### src/verilog/meter_pkg.sv
package meter_pkg;

  // measurement functions
  typedef enum logic [2:0] {
    FN_DCV  = 3'h0,
    FN_ACV  = 3'h1,
    FN_OHM2 = 3'h2,
    FN_OHM4 = 3'h3,
    FN_DCI  = 3'h4,
    FN_ACI  = 3'h5
  } func_t;

  // range index, 0 is the lowest range of every function
  localparam logic [2:0] RNG_LO      = 3'h0;
  localparam logic [2:0] RNG_TOP_V   = 3'h3;  // .3V 3V 30V 300V
  localparam logic [2:0] RNG_TOP_OHM = 3'h5;  // 300 ohm .. 30M ohm
  localparam logic [2:0] RNG_TOP_DCI = 3'h0;  // 3A only
  localparam logic [2:0] RNG_TOP_ACI = 3'h1;  // 300mA 3A
  localparam logic [2:0] RNG_OHM_3M  = 3'h4;
  localparam logic [2:0] RNG_OHM_30M = 3'h5;
  localparam logic [2:0] RNG_OHM_3K  = 3'h1;
  localparam logic [2:0] RNG_OHM_30K = 3'h2;
  localparam logic [2:0] RNG_OHM_300K = 3'h3;

  // ohms source current setting
  typedef enum logic [2:0] {
    CUR_OFF   = 3'h0,
    CUR_1MA   = 3'h1,
    CUR_100UA = 3'h2,
    CUR_10UA  = 3'h3,
    CUR_1UA   = 3'h4,
    CUR_100NA = 3'h5
  } ohm_cur_t;

  // function field of the display
  typedef enum logic [2:0] {
    LBL_DC_VOLTS = 3'h0,
    LBL_AC_VOLTS = 3'h1,
    LBL_DC_AMPS  = 3'h2,
    LBL_AC_AMPS  = 3'h3,
    LBL_OHM      = 3'h4,
    LBL_KOHM     = 3'h5,
    LBL_MOHM     = 3'h6
  } label_t;

  // front panel key presses, one-cycle pulses
  typedef struct packed {
    logic dcVolts;
    logic acVolts;
    logic ohm2Wire;
    logic ohm4Wire;
    logic dcAmps;
    logic acAmps;
    logic upRange;
    logic downRange;
    logic autoManual;
    logic internalTrigger;
    logic singleTrigger;
  } keys_t;

  // display state
  typedef struct packed {
    label_t label;
    logic   twoWire;
    logic   fourWire;
    logic   manualRangeIndicator;
    logic   singleTriggerIndicator;
    logic   blankReading;
  } disp_t;

  // autorange points on the reading magnitude in display counts
  localparam int unsigned COUNT_W   = 17;
  localparam logic [16:0] UP_POINT   = 17'h0_7594;  // 30100
  localparam logic [16:0] DOWN_POINT = 17'h0_6978;  // 27000

  // settling waits
  localparam longint CLK_HZ         = 40000000;
  localparam longint AC_WAIT_MS     = 600;
  localparam longint OHM3M_WAIT_MS  = 20;
  localparam longint OHM30M_WAIT_MS = 200;
  localparam int AC_WAIT_CYC     = int'(AC_WAIT_MS * CLK_HZ / 1000);
  localparam int OHM3M_WAIT_CYC  = int'(OHM3M_WAIT_MS * CLK_HZ / 1000);
  localparam int OHM30M_WAIT_CYC = int'(OHM30M_WAIT_MS * CLK_HZ / 1000);
  localparam int WAIT_W          = 32;

  // measurement sequencer
  typedef enum logic [2:0] {
    ST_IDLE   = 3'b001,
    ST_SETTLE = 3'b010,
    ST_CONV   = 3'b100
  } seq_t;

endpackage

### src/verilog/meter_range_trigger_control.sv
// Contract
// - dc volts: four ranges .3V to 300V
// - ac volts: same four ranges
// - resistance: six decade ranges 300 to 30M
// - source current setting per resistance range
// - two or four wire from pressed key
// - dc current: single 3A range
// - ac current: 300mA and 3A ranges
// - function label for volts and amps
// - ohm label by range, wire annunciator
// - ac volts: 0.6 s wait, also after range change
// - 3M and 30M ohm settling waits
// - manual ranging on keys, indicator lit
// - up key steps up, saturates at top
// - function change clamps to new top
// - down key steps down, saturates at bottom
// - function change clamps to new bottom
// - autorange at reset, auto/manual key toggles
// - autorange points 30100 up, 27000 down
// - internal trigger: back to back cycles
// - single key starts one cycle, sets mode
// - single key mid cycle restarts cycle
// - single mode change blanks until reading, except on an autorange step
// - reset state dc volts with autorange
module meter_range_trigger_control #(
  parameter int AC_WAIT_CYCLES     = meter_pkg::AC_WAIT_CYC,
  parameter int OHM3M_WAIT_CYCLES  = meter_pkg::OHM3M_WAIT_CYC,
  parameter int OHM30M_WAIT_CYCLES = meter_pkg::OHM30M_WAIT_CYC
) (
  // clock and reset
  input  wire logic                           clk,
  input  wire logic                           reset,
  // front panel
  input  wire meter_pkg::keys_t               keys,
  output meter_pkg::disp_t                    display,
  // analog front end setting
  output meter_pkg::func_t                    measFunc,
  output logic [2:0]                          range,
  output meter_pkg::ohm_cur_t                 ohmCurrent,
  // converter
  output logic                                convStart,
  output logic                                convAbort,
  input  wire logic                           convDone,
  input  wire logic [meter_pkg::COUNT_W-1:0]  convCount,
  // finished readings
  output logic                                readingValid,
  output logic [meter_pkg::COUNT_W-1:0]       readingCount
);

  function automatic logic [2:0] topRange(input meter_pkg::func_t f);
    case (f)
      meter_pkg::FN_DCV:  topRange = meter_pkg::RNG_TOP_V;
      meter_pkg::FN_ACV:  topRange = meter_pkg::RNG_TOP_V;
      meter_pkg::FN_OHM2: topRange = meter_pkg::RNG_TOP_OHM;
      meter_pkg::FN_OHM4: topRange = meter_pkg::RNG_TOP_OHM;
      meter_pkg::FN_DCI:  topRange = meter_pkg::RNG_TOP_DCI;
      meter_pkg::FN_ACI:  topRange = meter_pkg::RNG_TOP_ACI;
      default:            topRange = meter_pkg::RNG_LO;
    endcase
  endfunction

  function automatic logic isOhms(input meter_pkg::func_t f);
    isOhms = (f == meter_pkg::FN_OHM2) || (f == meter_pkg::FN_OHM4);
  endfunction

  // settling wait before a reading; fresh marks a new function or range
  function automatic logic [meter_pkg::WAIT_W-1:0] waitFor(
    input meter_pkg::func_t f, input logic [2:0] r, input logic fresh);
    waitFor = '0;
    if (f == meter_pkg::FN_ACV && fresh) begin
      waitFor = meter_pkg::WAIT_W'(AC_WAIT_CYCLES);
    end else if (isOhms(f) && r == meter_pkg::RNG_OHM_3M) begin
      waitFor = meter_pkg::WAIT_W'(OHM3M_WAIT_CYCLES);
    end else if (isOhms(f) && r == meter_pkg::RNG_OHM_30M) begin
      waitFor = meter_pkg::WAIT_W'(OHM30M_WAIT_CYCLES);
    end
  endfunction

  meter_pkg::func_t               func_ff;
  meter_pkg::func_t               nxt_func;
  logic [2:0]                     rng_ff;
  logic [2:0]                     nxt_rng;
  logic                           auto_ff;
  logic                           single_ff;
  logic                           blank_ff;
  logic                           acFresh_ff;
  meter_pkg::seq_t                state_ff;
  logic [meter_pkg::WAIT_W-1:0]   wait_ff;
  logic                           autoUp;
  logic                           autoDown;
  logic                           funcKey;
  logic                           changed;
  logic                           doneNow;
  logic                           publish;

  assign doneNow = (state_ff == meter_pkg::ST_CONV) && convDone;
  // autorange steps only on a finished reading and never past the span
  assign autoUp = auto_ff && doneNow && (convCount >= meter_pkg::UP_POINT) &&
                  (rng_ff < topRange(func_ff));
  assign autoDown = auto_ff && doneNow && (convCount <= meter_pkg::DOWN_POINT) &&
                    (rng_ff > meter_pkg::RNG_LO);
  // any function key; when several land, the first in key order wins
  assign funcKey = keys.dcVolts | keys.acVolts | keys.ohm2Wire |
                   keys.ohm4Wire | keys.dcAmps | keys.acAmps;

  // next function and range from keys and autorange
  always_comb begin
    nxt_func = func_ff;
    nxt_rng = rng_ff;
    if (funcKey) begin
      if (keys.dcVolts) nxt_func = meter_pkg::FN_DCV;
      else if (keys.acVolts) nxt_func = meter_pkg::FN_ACV;
      else if (keys.ohm2Wire) nxt_func = meter_pkg::FN_OHM2;
      else if (keys.ohm4Wire) nxt_func = meter_pkg::FN_OHM4;
      else if (keys.dcAmps) nxt_func = meter_pkg::FN_DCI;
      else nxt_func = meter_pkg::FN_ACI;
      if (rng_ff > topRange(nxt_func)) nxt_rng = topRange(nxt_func);
      else if (rng_ff < meter_pkg::RNG_LO) nxt_rng = meter_pkg::RNG_LO;
    end else if (keys.upRange) begin
      if (rng_ff < topRange(func_ff)) nxt_rng = rng_ff + 3'h1;
    end else if (keys.downRange) begin
      if (rng_ff > meter_pkg::RNG_LO) nxt_rng = rng_ff - 3'h1;
    end else if (autoUp) begin
      nxt_rng = rng_ff + 3'h1;
    end else if (autoDown) begin
      nxt_rng = rng_ff - 3'h1;
    end
  end

  assign changed = (nxt_func != func_ff) || (nxt_rng != rng_ff);

  // function and range
  always_ff @(posedge clk) begin
    if (reset) begin
      func_ff <= meter_pkg::FN_DCV;
      rng_ff <= meter_pkg::RNG_LO;
    end else begin
      func_ff <= nxt_func;
      rng_ff <= nxt_rng;
    end
  end

  // range mode
  always_ff @(posedge clk) begin
    if (reset) begin
      auto_ff <= 1'b1;
    end else if (keys.upRange || keys.downRange) begin
      auto_ff <= 1'b0;
    end else if (keys.autoManual) begin
      auto_ff <= ~auto_ff;
    end
  end

  // trigger mode
  // a single key wins over the internal key in the same cycle
  always_ff @(posedge clk) begin
    if (reset) begin
      single_ff <= 1'b0;
    end else if (keys.singleTrigger) begin
      single_ff <= 1'b1;
    end else if (keys.internalTrigger) begin
      single_ff <= 1'b0;
    end
  end

  // pending ac volts wait after a function or range change
  always_ff @(posedge clk) begin
    if (reset) begin
      acFresh_ff <= 1'b1;
    end else if (changed) begin
      acFresh_ff <= 1'b1;
    end else if (state_ff == meter_pkg::ST_SETTLE && wait_ff == '0) begin
      acFresh_ff <= 1'b0;
    end
  end

  // measurement sequencer
  always_ff @(posedge clk) begin
    if (reset) begin
      state_ff <= meter_pkg::ST_IDLE;
      wait_ff <= '0;
      convStart <= 1'b0;
      convAbort <= 1'b0;
    end else begin
      convStart <= 1'b0;
      convAbort <= 1'b0;
      // in single mode a change while idle only blanks; no cycle starts
      if (changed && !(single_ff && state_ff == meter_pkg::ST_IDLE)) begin
        // a reading still converting on the old setting is aborted
        convAbort <= (state_ff == meter_pkg::ST_CONV) && !convDone;
        state_ff <= meter_pkg::ST_SETTLE;
        wait_ff <= waitFor(nxt_func, nxt_rng, 1'b1);
      end else if (keys.singleTrigger) begin
        convAbort <= (state_ff == meter_pkg::ST_CONV) && !convDone;
        state_ff <= meter_pkg::ST_SETTLE;
        wait_ff <= waitFor(func_ff, rng_ff, acFresh_ff);
      end else begin
        case (state_ff)
          meter_pkg::ST_IDLE: begin
            if (!single_ff) begin
              state_ff <= meter_pkg::ST_SETTLE;
              wait_ff <= waitFor(func_ff, rng_ff, acFresh_ff);
            end
          end
          meter_pkg::ST_SETTLE: begin
            if (wait_ff == '0) begin
              convStart <= 1'b1;
              state_ff <= meter_pkg::ST_CONV;
            end else begin
              wait_ff <= wait_ff - meter_pkg::WAIT_W'(1);
            end
          end
          meter_pkg::ST_CONV: begin
            if (convDone) state_ff <= meter_pkg::ST_IDLE;
          end
          default: state_ff <= meter_pkg::ST_IDLE;
        endcase
      end
    end
  end

  // a result that lands with a function, range or single key belongs to the old setting and is dropped
  assign publish = doneNow && !funcKey && !keys.upRange && !keys.downRange &&
                   !keys.singleTrigger;

  // reading output
  always_ff @(posedge clk) begin
    if (reset) begin
      readingValid <= 1'b0;
      readingCount <= '0;
    end else begin
      readingValid <= publish;
      if (publish) readingCount <= convCount;
    end
  end

  // blanking of the reading digits in single trigger mode
  always_ff @(posedge clk) begin
    if (reset) begin
      blank_ff <= 1'b0;
    end else if (publish) begin
      blank_ff <= 1'b0;
    end else if (single_ff && changed && !autoUp && !autoDown) begin
      blank_ff <= 1'b1;
    end
  end

  // front end setting follows the next function and range
  always_ff @(posedge clk) begin
    if (reset) begin
      measFunc <= meter_pkg::FN_DCV;
      range <= meter_pkg::RNG_LO;
    end else begin
      measFunc <= nxt_func;
      range <= nxt_rng;
    end
  end

  // ohms source current, off outside the resistance functions
  always_ff @(posedge clk) begin
    if (reset) begin
      ohmCurrent <= meter_pkg::CUR_OFF;
    end else if (!isOhms(nxt_func)) begin
      ohmCurrent <= meter_pkg::CUR_OFF;
    end else begin
      case (nxt_rng)
        meter_pkg::RNG_LO:       ohmCurrent <= meter_pkg::CUR_1MA;
        meter_pkg::RNG_OHM_3K:   ohmCurrent <= meter_pkg::CUR_1MA;
        meter_pkg::RNG_OHM_30K:  ohmCurrent <= meter_pkg::CUR_100UA;
        meter_pkg::RNG_OHM_300K: ohmCurrent <= meter_pkg::CUR_10UA;
        meter_pkg::RNG_OHM_3M:   ohmCurrent <= meter_pkg::CUR_1UA;
        default:                 ohmCurrent <= meter_pkg::CUR_100NA;
      endcase
    end
  end

  // display function field and annunciators
  always_ff @(posedge clk) begin
    if (reset) begin
      display <= '{label: meter_pkg::LBL_DC_VOLTS, default: 1'b0};
    end else begin
      case (nxt_func)
        meter_pkg::FN_DCV: display.label <= meter_pkg::LBL_DC_VOLTS;
        meter_pkg::FN_ACV: display.label <= meter_pkg::LBL_AC_VOLTS;
        meter_pkg::FN_DCI: display.label <= meter_pkg::LBL_DC_AMPS;
        meter_pkg::FN_ACI: display.label <= meter_pkg::LBL_AC_AMPS;
        default: begin
          if (nxt_rng <= meter_pkg::RNG_LO) display.label <= meter_pkg::LBL_OHM;
          else if (nxt_rng <= meter_pkg::RNG_OHM_300K) display.label <= meter_pkg::LBL_KOHM;
          else display.label <= meter_pkg::LBL_MOHM;
        end
      endcase
      display.twoWire <= (nxt_func == meter_pkg::FN_OHM2);
      display.fourWire <= (nxt_func == meter_pkg::FN_OHM4);
      display.manualRangeIndicator <= ~auto_ff;
      display.singleTriggerIndicator <= single_ff;
      display.blankReading <= blank_ff;
    end
  end

endmodule // meter_range_trigger_control

### config.mk
export PLATFORM = sky130hd
export DESIGN_NAME = meter_range_trigger_control
export DESIGN_NICKNAME = d
export VERILOG_FILES = /design/src/verilog/meter_pkg.sv /design/src/verilog/meter_range_trigger_control.sv
export SDC_FILE = /design/constraint.sdc
export NUM_CORES = 1
export LEC_CHECK = 0
export ABC_AREA = 1
export BUFFER_PORTS_ARGS = -buffer_cell sky130_fd_sc_hd__buf_2
export CAP_MARGIN = 20
export CORE_ASPECT_RATIO = 2
export CORE_MARGIN = 3
export CORE_UTILIZATION = 45
export DETAILED_ROUTE_END_ITERATION = 6
export PLACE_DENSITY_LB_ADDON = 0.12
export REMOVE_ABC_BUFFERS = 1
export SYNTH_ARGS = -nofsm -noshare
export SYNTH_HDL_FRONTEND = slang
export SYNTH_SLANG_ARGS = --single-unit
### constraint.sdc
create_clock -name clk -period 3.4 [get_ports clk]
set_input_delay 0.34 -clock clk [delete_from_list [all_inputs] [get_ports clk]]
set_output_delay 0.34 -clock clk [all_outputs]
set_load 0.01 [all_outputs]
; ---- Yosys cells after proc, flatten, opt, wreduce, memory -nomap -nowiden
; Cells that the tools add are included.
[op_classes]
addsub = 3
order_cmp = 9
eq_ne = 32
muxes = 49
bitwise_logic = 8
n_reduce_logical = 55
[op_table]
columns = cell, count
row1 = two-way mux 32 bit, 4
row2 = two-way mux 23 bit, 4
row3 = case mux 32 bit (2 select lines), 1
row4 = two-way mux 3 bit, 21
row5 = two-way mux 25 bit, 2
row6 = zero test 32 bit, 1
row7 = "subtractor 32 x 1 -> 32 bit, second input constant", 1
row8 = "equality test 3 x 2 -> 1 bit, second input constant", 9
row9 = "equality test 3 bit, second input constant", 9
row10 = case mux 3 bit (3 select lines), 3
row11 = case mux 3 bit (4 select lines), 2
row12 = logical AND 1 bit, 22
row13 = ">= comparator 17 x 15 -> 1 bit, second input constant", 1
row14 = "less-or-equal comparator 17 x 15 -> 1 bit, second input constant", 1
row15 = OR reduction 2 bit, 8
row16 = "equality test 3 x 1 -> 1 bit, second input constant", 5
row17 = zero test 3 bit, 4
row18 = AND reduction 3 bit, 3
row19 = zero test 1 bit, 8
row20 = two-way mux 1 bit, 8
row21 = two-way mux 2 bit, 4
row22 = "!= test 4 x 3 -> 1 bit, second input constant", 2
row23 = < comparator 3 bit, 2
row24 = != test 3 bit, 2
row25 = other kinds (18), 29
[totals]
regBits = 76
input_bits = 31
out_inout_bits = 37
elab_cells = 176

; ---- Logic depth before layout (Yosys ltp)
; Gate-level depths: netlist (run 1).
[depth]
word_depth = 19
ltp_mapped = 26
depth_no_buf = 25

; ---- Worst setup path after synthesis (run 1)
; No wires, ideal clock.
[synth_timing]
kind = flip-flop to flip-flop
from = register measFunc[2] (netlist name)
to = register wait_ff[2] (netlist bit)
setup_ps = 113
arrival_ps = 2686
t_required_ps = 3287
path_slack_ps = 601
stages_incl_launch_ff = 26
n_path_buf = 1
period_less_slack_ps = 2799
path_cell_list = dfxtp_1 -> or2_2 -> ha_1 -> nand2_1 -> inv_1 -> nand2_1 -> nand2_1 -> nor2_1 -> nand2_1 -> o21ai_1 -> inv_1 -> nand2_1 -> nand2_1 -> nand2_1 -> nand2_1 -> nand2_1 -> nand2_1 -> nand2_1 -> nand3_2 -> nand2_4 -> nand2_2 -> nand3_4 -> buf_4 -> nand2_1 -> nand2_1 -> nor2_1
[synth_lines]
columns = item, line
row1 = to (signal assigned), meter_range_trigger_control.sv:192  ; wait_ff <= waitFor(nxt_func, nxt_rng, 1'b1);
row2 = to (signal assigned), meter_range_trigger_control.sv:196  ; wait_ff <= waitFor(func_ff, rng_ff, acFresh_ff);
row3 = to (signal assigned), meter_range_trigger_control.sv:202  ; wait_ff <= waitFor(func_ff, rng_ff, acFresh_ff);
row4 = to (decl), meter_range_trigger_control.sv:88  ; logic [meter_pkg::WAIT_W-1:0] wait_ff;

==> results of run 1 <==
worst reg2reg max path, cell delays in order (launching register included):
cell	delay (ps)
dfxtp_1	420
inv_1	160
ha_1	210
inv_1	110
nor2_1	70
nor2_1	170
nand2_1	150
nand2_1	90
nand2_1	60
nand2_1	70
nand2_1	50
nand2_1	50
nand2_1	50
nand2_1	80
nand2_2	80
nand2_1	70
nand2_1	50
nand3_2	130
nand2_4	100
buf_12	140
nand2_2	80
nand3_4	160
buf_4	190
inv_2	120
nor2_1	60
nor2_1	110
cell type report:
type                            count  share of cell area
Clock buffer                       10             0.04054
Sequential cell                    75              0.2661
Inverter                           93             0.06181
Multi-Input combinational cell    565              0.4852
Clock inverter                      6             0.01684
Timing Repair Buffer               90             0.09969
Tap cell                          135             0.02991
cells in the final DEF, fill, tap and decap left out, drive strengths merged, types with 5 or more instances in the layout:
master / n
buf: 89
clkbuf: 11
inv: 94
a21boi: 7
dfxtp: 75
nor2: 152
nor3: 28
ha: 10
xor2: 20
nor4: 8
o21ai: 47
nand2: 188
a21oi: 20
o211ai: 5
nand4: 14
nand3: 51
path summary, 6_finish.rpt:
check        depth (start not counted)                   from                 endpoint  slack (ps)
max                                 25    range[1]$_SDFF_PP0_  wait_ff[8]$_SDFFE_PP0P_         310
min                                  2                keys[1]   single_ff$_SDFFE_PP0P_         210
max reg2reg                         25    range[1]$_SDFF_PP0_  wait_ff[8]$_SDFFE_PP0P_         310
min reg2reg                          2  blank_ff$_SDFFE_PP0P_    display[0]$_SDFF_PP0_         430
routing by layer:
| layer | GRT usage | wire, um | vias to the layer above |
|---|---|---|---|
| li1 | - | - | 2570 |
| met1 | 0.2276 | 4905 | 2267 |
| met2 | 0.4738 | 7792 | 102 |
| met3 | 0.03593 | 433 | 48 |
| met4 | 0.1462 | 758 | 0 |
| met5 | 0 | 0 | - |
cell families after synthesis:
group                    Yosys count  share of synthesized area
flip-flops                        75                     0.3203
XOR/XNOR                          23                    0.04297
adder cells (fa/ha/maj)           10                    0.02669
AO/OA/AOI/OAI                     86                     0.1020
buffers and inverters            116                    0.09794
AND/OR/NAND/NOR                  446                     0.4102
power by group:
part,leakage (nW),switching (mW),internal (mW)
Combinational,2.04,0.635,0.372
Clock,0.158,0.399,0.651
Sequential,0.612,0.0667,0.946
Total,2.81,1.10,1.97
state kept, by name (all words and copies together), names as in the netlist:
signal        count
state_ff          3
wait_ff          32
convStart         1
single_ff         1
display           7
acFresh_ff        1
readingCount     17
measFunc          3
convAbort         1
auto_ff           1
readingValid      1
blank_ff          1
ohmCurrent        3
range             3
stage by stage:
stage          setup WS, ps    util  hold slack, ps
5_1_grt              -11.34  0.5565           204.1
3_3_place_gp          126.9  0.5145           422.7
2_1_floorplan         323.0       -           406.7
6_report              311.5  0.5565           211.7
4_1_cts               143.1  0.5465           204.4
3_5_place_dp          92.70  0.5145           425.1
timing repair:
| item | in CTS | in global routing |
|---|---|---|
| gates resized for setup | 0 | 9 |
| setup endpoints to repair | 0 | 34 |
| hold endpoints to repair | 0 | 0 |
| buffers inserted | 0 | 5 |
==> flow_summary.yaml, run 1 <==
die:
  die_w_um: 78.18
  initial_utilization: 0.4619
  die_area_um2: 11750
  core_um2: 10150
  die_h_um: 150.4
  rows: 52
  pin_count: 68
synth:
  synth_top_area_frac: 0.3203
  synth_area_um2: 4688
  yosysTopAreaCell: "dfxtp_1"
  synth_edf_count: 0
  synth_cell_types: 37
  seq_area_frac_synth: 0.3203
  synthTopCellsByCount: "nand2_1 (184), nor2_1 (151), inv_1 (87)"
  ys.warnings.count: 0
  syn_avg_cell_area_um2: 6.201
  synth_seq_cells: 75
  async_reset_ff_frac: 0
  syn_inst: 756
  yosys-top-cells-area: "dfxtp_1 (32%), nand2_1 (15%), nor2_1 (12%)"
  yosys_most_used_dff: "dfxtp_1"
  yosys.cell_count.top_type: "nand2_1"
drt:
  wl_per_cell_um: 14.26
  wl_um: 13890
  postRouteAntennaNets: 0
  routed_via_density: 5.120
  drt-initial-drc-count: 166
  firstDrtPassIters: 5
  via_count: 4987
  remaining_drc_errors: 0
setup_path:
  crit_slowest_cell: "dfxtp_1"
  path_max_fanout: 7
  crit_arrival_ps: 3360
  cp.required_ps: 3670
  crit_top_cell: "nand2_1"
  cp-end-kind: "flop"
  cp-start-kind: "flop"
  critical_path_class: "flop to flop"
  critPathTopFamily: "simple AND/OR/NAND/NOR gates"
  crit_buf_inv: 5
  critPathMaxStageDelay_ps: 420
grt:
  grt_pass1_vias: 4935
  grt_overflow: 0
  antenna_found_initial: 0
  grtUsageTotal: 0.2413
  grt_first_pass_wirelength_um: 22340
  grt_max_degree: 31
timing:
  hold_viol: 0
  fin_skew_ps: 9.514
  worst_pin_slew_ps: 488.2
  finalSetupViolCount: 0
  fmax_mhz: 323.8
  drv_slew: 0
  min_period_over_period: 0.9084
  relSlewSlack: 0.6715
  min_period_ps: 3089
  tns_ps: 0
power:
  leakage_nw: 2.809
  power_mw: 3.070
  cellPowerDensity_nw_per_um2: 543.6
  ir_drop_mv: 0.3112
place:
  dp_cells: 952
  place_hpwl_um: 10940
  place_area_um2: 5223
  routabilityCongestion: 0.9860
  io_buffers: 67
hold_path:
  holdCritPathClass: "input port to flop"
cts:
  clk_path_buf_depth: 2
  root_buffer: "clkbuf_16"
  cts.sinks: 75
  hold_buffers: 0
  cts_tree: "done"
  htree_num_levels: 3
  path_clk_slew_ps: 60
  clkLatencyLatePin_ps: 340
  cts_made_buffers: 9
cells_and_area:
  nets: 875
  diodes: 0
  multiInputGateArea_um2: 2740
  fin_area_um2: 5648
  nFillCells: 1049
  drive_above_1_share: 0.1549
  seq_area_um2: 1503
  finalNonFillerCells: 974
  synthToLayoutAreaGrowth_pct: 20.47
flow_run:
  drv_cap: 0
status:
  status: "finished clean"
Note: power is estimated with default switching activity, not from simulation.
==> run 2, diff against run 1 <==
==> constraint.sdc (replaced) <==
create_clock -name clk -period 3.4 [get_ports clk]
set_input_delay 0.68 -clock clk [delete_from_list [all_inputs] [get_ports clk]]
set_output_delay 0.68 -clock clk [all_outputs]
set_load 0.01 [all_outputs]
==> run 2 against run 1 <==
  * Utilization down 0.70 points
  * Non-clock buffer count is 3 lower
  * Hold slack improved by 220 ps
  * Combinational power fell by 4%
  * Setup slack better by 74 ps
  * Final area fell by 1.3%
  * Clock-buffer cell count rose by 1
  * Clock skew down 2.8 ps
  * Final cell count shrank 0.41%
  * Register-to-register slack better by 70 ps
  * Die area unchanged
  * Critical path depth is the same
  * Highest routed layer unchanged
==> flow_summary.yaml, run 2 (synthesis gave the netlist of run 1 again) <==
status:
  status: "finished clean"
die:
  pin_count: 68
  die_area_um2: 11750
  core_um2: 10150
  rows: 52
  die_w_um: 78.18
  initial_utilization: 0.4619
  die_h_um: 150.4
drt:
  wl_per_cell_um: 13.74
  firstDrtPassIters: 5
  wl_um: 13330
  postRouteAntennaNets: 0
  drt-initial-drc-count: 221
  routed_via_density: 5.171
  remaining_drc_errors: 0
  via_count: 5016
cells_and_area:
  largest_register_ffs: 32
  reg.largest.list: "wait_ff (32), readingCount (17), display (7)"
  drive_above_1_share: 0.1485
  utilization: 0.5494
  final_cell_mix: "nand2_1 (183), nor2_1 (151), inv_1 (87), dfxtp_1 (75), buf_2 (67)"
  finalNonFillerCells: 970
  top_register: "wait_ff"
  fin_area_um2: 5577
  diodes: 0
  layout_commonest_cell: "nand2_1"
  nets: 872
  nFillCells: 1040
  synthToLayoutAreaGrowth_pct: 18.95
timing:
  min_period_ps: 3014
  min_period_over_period: 0.8865
  drv_slew: 0
  whs_ps: 432.3
  worst_pin_slew_ps: 575.4
  rsz0062_at_grt: "false"
  hold_viol: 0
  fin_skew_ps: 6.738
  fmax_mhz: 331.8
  relSlewSlack: 0.6164
  finalSetupViolCount: 0
cts:
  cts.sinks: 75
  path_clk_slew_ps: 60
  hold_buffers: 0
  cts_made_buffers: 9
  root_buffer: "clkbuf_16"
  htree_num_levels: 3
  clkLatencyLatePin_ps: 340
  clk_path_buf_depth: 2
  cts_tree: "done"
power:
  power_mw: 2.942
  cellPowerDensity_nw_per_um2: 527.6
  ir_drop_mv: 0.3000
  leakage_nw: 2.774
setup_path:
  r2r_slack_ps: 390
  crit_arrival_ps: 3250
  cp-end-kind: "flop"
  cp.required_ps: 3640
  crit_top_cell: "nand2_1"
  reg2reg_depth: 25
  cp-start-kind: "flop"
  crit_buf_inv: 3
  path_max_fanout: 21
  path_depth: 25
  critPathMaxStageDelay_ps: 360
  critPathTopFamily: "simple AND/OR/NAND/NOR gates"
  critical_path_class: "flop to flop"
  crit_slowest_cell: "dfxtp_1"
grt:
  grtUsageTotal: 0.2332
  grt_max_degree: 53
  grt_pass1_vias: 4660
  grt_first_pass_wirelength_um: 21560
  grt_overflow: 0
  antenna_found_initial: 0
place:
  place_hpwl_um: 10390
  routabilityCongestion: 0.9068
  io_buffers: 67
  dp_cells: 954
  place_area_um2: 5238
hold_path:
  whs_path_depth: 2
  holdCritPathClass: "flop to flop"
flow_run:
  drv_cap: 0
## run 2: power breakdown
part	total, mW	switching (mW)	internal [mW]
sequential	1.01	0.0665	0.946
clock	0.965	0.363	0.602
combinational	0.965	0.619	0.346
## run 2: routing by layer
| layer | GRT usage | share of wire | vias to the layer above |
|---|---|---|---|
| li1 | - | - | 2559 |
| met1 | 0.2226 | 0.35 | 2268 |
| met2 | 0.4429 | 0.54 | 137 |
| met3 | 0.03772 | 0.039 | 52 |
| met4 | 0.1611 | 0.063 | 0 |
| met5 | 0 | 0 | - |
## run 2: repair_timing
| action | in CTS | in global routing |
|---|---|---|
| setup buffers | 0 | 0 |
| hold endpoints to repair | 0 | 0 |
| endpoints found under the setup margin | 0 | 17 |
| resized for setup | 0 | 5 |
## run 2: metrics by stage
step	setup TNS, ps	setup WS (ps)
after floorplan	0	84.31
after global placement	0	34.73
after detailed placement	-173.1	-45.66
after CTS	0	219.7
after global routing	0	49.06
final	0	385.9
## run 2: worst reg2reg max path, delay by kind of cell, from the launching register on
family                     cells  cell delay (ps)
adders and majority gates      1              270
DFF                            1              360
AOI/OAI and AO/OA              1              130
and+or+nand+nor               20             1910
buffers and inverters          3              260
## run 2: worst paths after layout
check                                       startpoint                       end
worst max-delay path            measFunc[2]$_SDFF_PP0_  wait_ff[19]$_SDFFE_PP0P_
worst min-delay path             blank_ff$_SDFFE_PP0P_     display[0]$_SDFF_PP0_
worst max register to register  measFunc[2]$_SDFF_PP0_  wait_ff[19]$_SDFFE_PP0P_
worst min register to register   blank_ff$_SDFFE_PP0P_     display[0]$_SDFF_PP0_
## run 2: cell type report
class	instances	area [um^2]	share of cell area
clock buffers	11	252.7	0.04532
clock inverters	4	50.05	0.008975
inverters	93	349.1	0.06260
multi-input cells	565	2735	0.4905
flip-flops and latches	75	1501	0.2692
well taps	135	168.9	0.03029
repair buffers	87	519.2	0.09311
==> run 3, diff against run 2 <==
Settings changed: ABC_AREA 1 to not set, CORE_MARGIN 3 to not set.
==> run 3 against run 2 <==
  * Clock skew is 2.1 ps higher
  * Sequential cell count stayed put
  * Highest routed layer unchanged
  * Non-clock buffer count is 69 higher
  * First-iteration DRC count is 33% higher
  * Sequential share of layout area is 2.8 points lower
  * Setup slack worse by 380 ps
  * Final cell count is 11% lower
==> flow_summary.yaml, run 3 <==
die:
  die_h_um: 144.4
  die_area_um2: 10570
  pin_count: 68
  rows: 51
  die_w_um: 73.19
  core_um2: 9763
  initial_utilization: 0.4671
cells_and_area:
  reg.largest.list: "wait_ff (32), readingCount (17), display (7)"
  top_register: "wait_ff"
  drive_above_1_share: 0.3102
  largest_register_ffs: 32
  finalNonFillerCells: 867
  diodes: 0
  nets: 771
  final_cell_mix: "buf_4 (81), nand2_1 (79), dfxtp_1 (73), buf_2 (65), a21oi_1 (52)"
  synthToLayoutAreaGrowth_pct: 36.74
  layout_commonest_cell: "buf_4"
grt:
  grt_first_pass_wirelength_um: 24160
  antenna_found_initial: 0
  grt_overflow: 0
  grt_pass1_vias: 5065
  grtUsageTotal: 0.3000
  grt_max_degree: 47
cts:
  cts.sinks: 75
  cts_made_buffers: 9
  path_clk_slew_ps: 60
  clkLatencyLatePin_ps: 340
  root_buffer: "clkbuf_16"
  clk_path_buf_depth: 2
  cts_tree: "done"
  htree_num_levels: 3
drt:
  remaining_drc_errors: 0
  firstDrtPassIters: 5
  via_count: 5120
  routed_via_density: 5.905
  drt-initial-drc-count: 294
  wl_um: 15620
  wl_per_cell_um: 18.02
  postRouteAntennaNets: 0
synth:
  yosys.cell_count.top_type: "nand2_1"
  synth_cell_types: 84
  synth_seq_cells: 75
  syn_inst: 591
  synthTopCellsByCount: "nand2_1 (81), dfxtp_1 (75), a21oi_1 (54)"
  ys.warnings.count: 0
  async_reset_ff_frac: 0
  yosysTopAreaCell: "dfxtp_1"
  synth_area_um2: 4561
  yosys_most_used_dff: "dfxtp_1"
  synth_edf_count: 0
  syn_avg_cell_area_um2: 7.717
  synth_top_area_frac: 0.3292
  yosys-top-cells-area: "dfxtp_1 (33%), nand2_1 (6.7%), a21oi_1 (5.9%)"
  seq_area_frac_synth: 0.3292
setup_path:
  cp.required_ps: 3680
  critPathTopFamily: "simple AND/OR/NAND/NOR gates"
  cp-end-kind: "flop"
  path_max_fanout: 6
  crit_arrival_ps: 3680
  crit_buf_inv: 1
  crit_slowest_cell: "or4_1"
  cp-start-kind: "input port"
  crit_chain: "buf_8 -> nor4_4 -> nand2_1 -> ha_2 -> a32oi_2 -> o21ai_0 -> a21oi_1 -> or4_1 -> or4_4 -> or2_4 -> a2111oi_4 -> or3_1"
  critical_path_class: "input port to flop"
  critPathMaxStageDelay_ps: 540
place:
  routabilityCongestion: 0.8995
  dp_cells: 841
  io_buffers: 67
  place_hpwl_um: 11550
  dp_slack_ps: -574.6
timing:
  rsz0062_at_grt: "true"
  min_period_over_period: 0.9991
  drv_slew: 0
  tns_ps: 0
  fmax_mhz: 294.4
  finalSetupViolCount: 0
  fin_skew_ps: 8.880
  hold_viol: 0
  fin_ws_ps: 3.079
  worst_pin_slew_ps: 841.6
  relSlewSlack: 0.4383
  min_period_ps: 3397
hold_path:
  holdCritPathClass: "flop to flop"
status:
  status: "finished clean"
power:
  pwr-share-clk: 0.372
  ir_drop_mv: 0.2628
  cellPowerDensity_nw_per_um2: 454.4
  combinationalPowerShare: 0.285
  sequentialPowerShare: 0.343
  netSwitchingPower_mw: 0.9138
  power_mw: 2.834
  p_sw_frac: 0.3225
  leakage_nw: 2.559
  power.internal_mw: 1.920
flow_run:
  drv_cap: 0
## run 3: cell types whose count changed in the layout (fill, tap and decap cells not counted), moves of 16 or more
| cell | before | now |
|---|---|---|
| inv_1 | 87 | 15 |
| nor2_1 | 151 | 47 |
| nand3_1 | 47 | 30 |
| xor2_1 | 20 | 4 |
| nand2_1 | 183 | 79 |
| buf_4 | 17 | 81 |
| a21oi_1 | 20 | 52 |
## run 3: worst min-delay path, cell delays in order, from the launching register on
cell and delay, ps:
dfxtp_1 310, nand2_1 50, a21oi_1 50
## run 3: cell type report
class	instances	area (um^2)
Inverter	16	60.06
Fill cell	883	3527
Timing Repair Buffer	156	1067
Sequential cell	75	1506
Clock inverter	6	88.84
Tap cell	132	165.2
Clock buffer	10	239.0
Multi-Input combinational cell	472	3109
## run 3: logic make-up after synthesis
| logic type | share of synthesized area |
|---|---|
| mux | 0.006859 |
| flops | 0.3292 |
| xor+xnor | 0.01728 |
| simple gates | 0.3248 |
| fa+ha+maj | 0.02743 |
| buf+inv | 0.03923 |
| compound gates | 0.2552 |
## run 3: power by group through the flow
stage / clock network, mW / registers (mW) / logic, mW
6_report: 1.05 / 0.972 / 0.807
2_1_floorplan: 0 / 0.979 / 0.396
3_3_place_gp: 0 / 0.987 / 0.710
4_1_cts: 1.07 / 0.969 / 0.741
3_5_place_dp: 0 / 0.988 / 0.716
5_1_grt: 1.10 / 0.977 / 0.871
## run 3: what timing repair did
action,CTS,global route
endpoints found under the setup margin,36,38
pin swaps,2,8
buffers inserted,2,5
hold buffers,0,0
cloned,0,3
resized for setup,21,38
## run 3: final timing paths
path                                startpoint                           end  slack, ps  cells past startpoint
hold / removal    readingCount[6]$_SDFFE_PP0P_  readingCount[6]$_SDFFE_PP0P_        450                      2
setup / recovery                      keys[10]      state_ff[0]$_SDFFE_PP1P_          3                     12
hold reg to reg   readingCount[6]$_SDFFE_PP0P_  readingCount[6]$_SDFFE_PP0P_        450                      2
setup reg to reg        measFunc[2]$_SDFF_PP0_      wait_ff[20]$_SDFFE_PP0P_         70                     14
## run 3: layer usage
| layer | GRT usage | vias to the layer above | part of all wire |
|---|---|---|---|
| met5 | 0 | - | 0 |
| met4 | 0.1734 | 0 | 0.047 |
| met3 | 0.04739 | 48 | 0.032 |
| met2 | 0.5731 | 150 | 0.56 |
| met1 | 0.2920 | 2453 | 0.36 |
| li1 | - | 2469 | - |
## run 3: through the flow
stage                     hold slack [ps]  instance area [um^2]  utilization
after global placement              438.0                  5543       0.5677
after detailed placement            442.8                  5543       0.5677
after global routing                467.6                  6236       0.6387
after floorplan                     432.1                  4442            -
final                               451.9                  6236       0.6387
after CTS                           451.6                  5984       0.6130
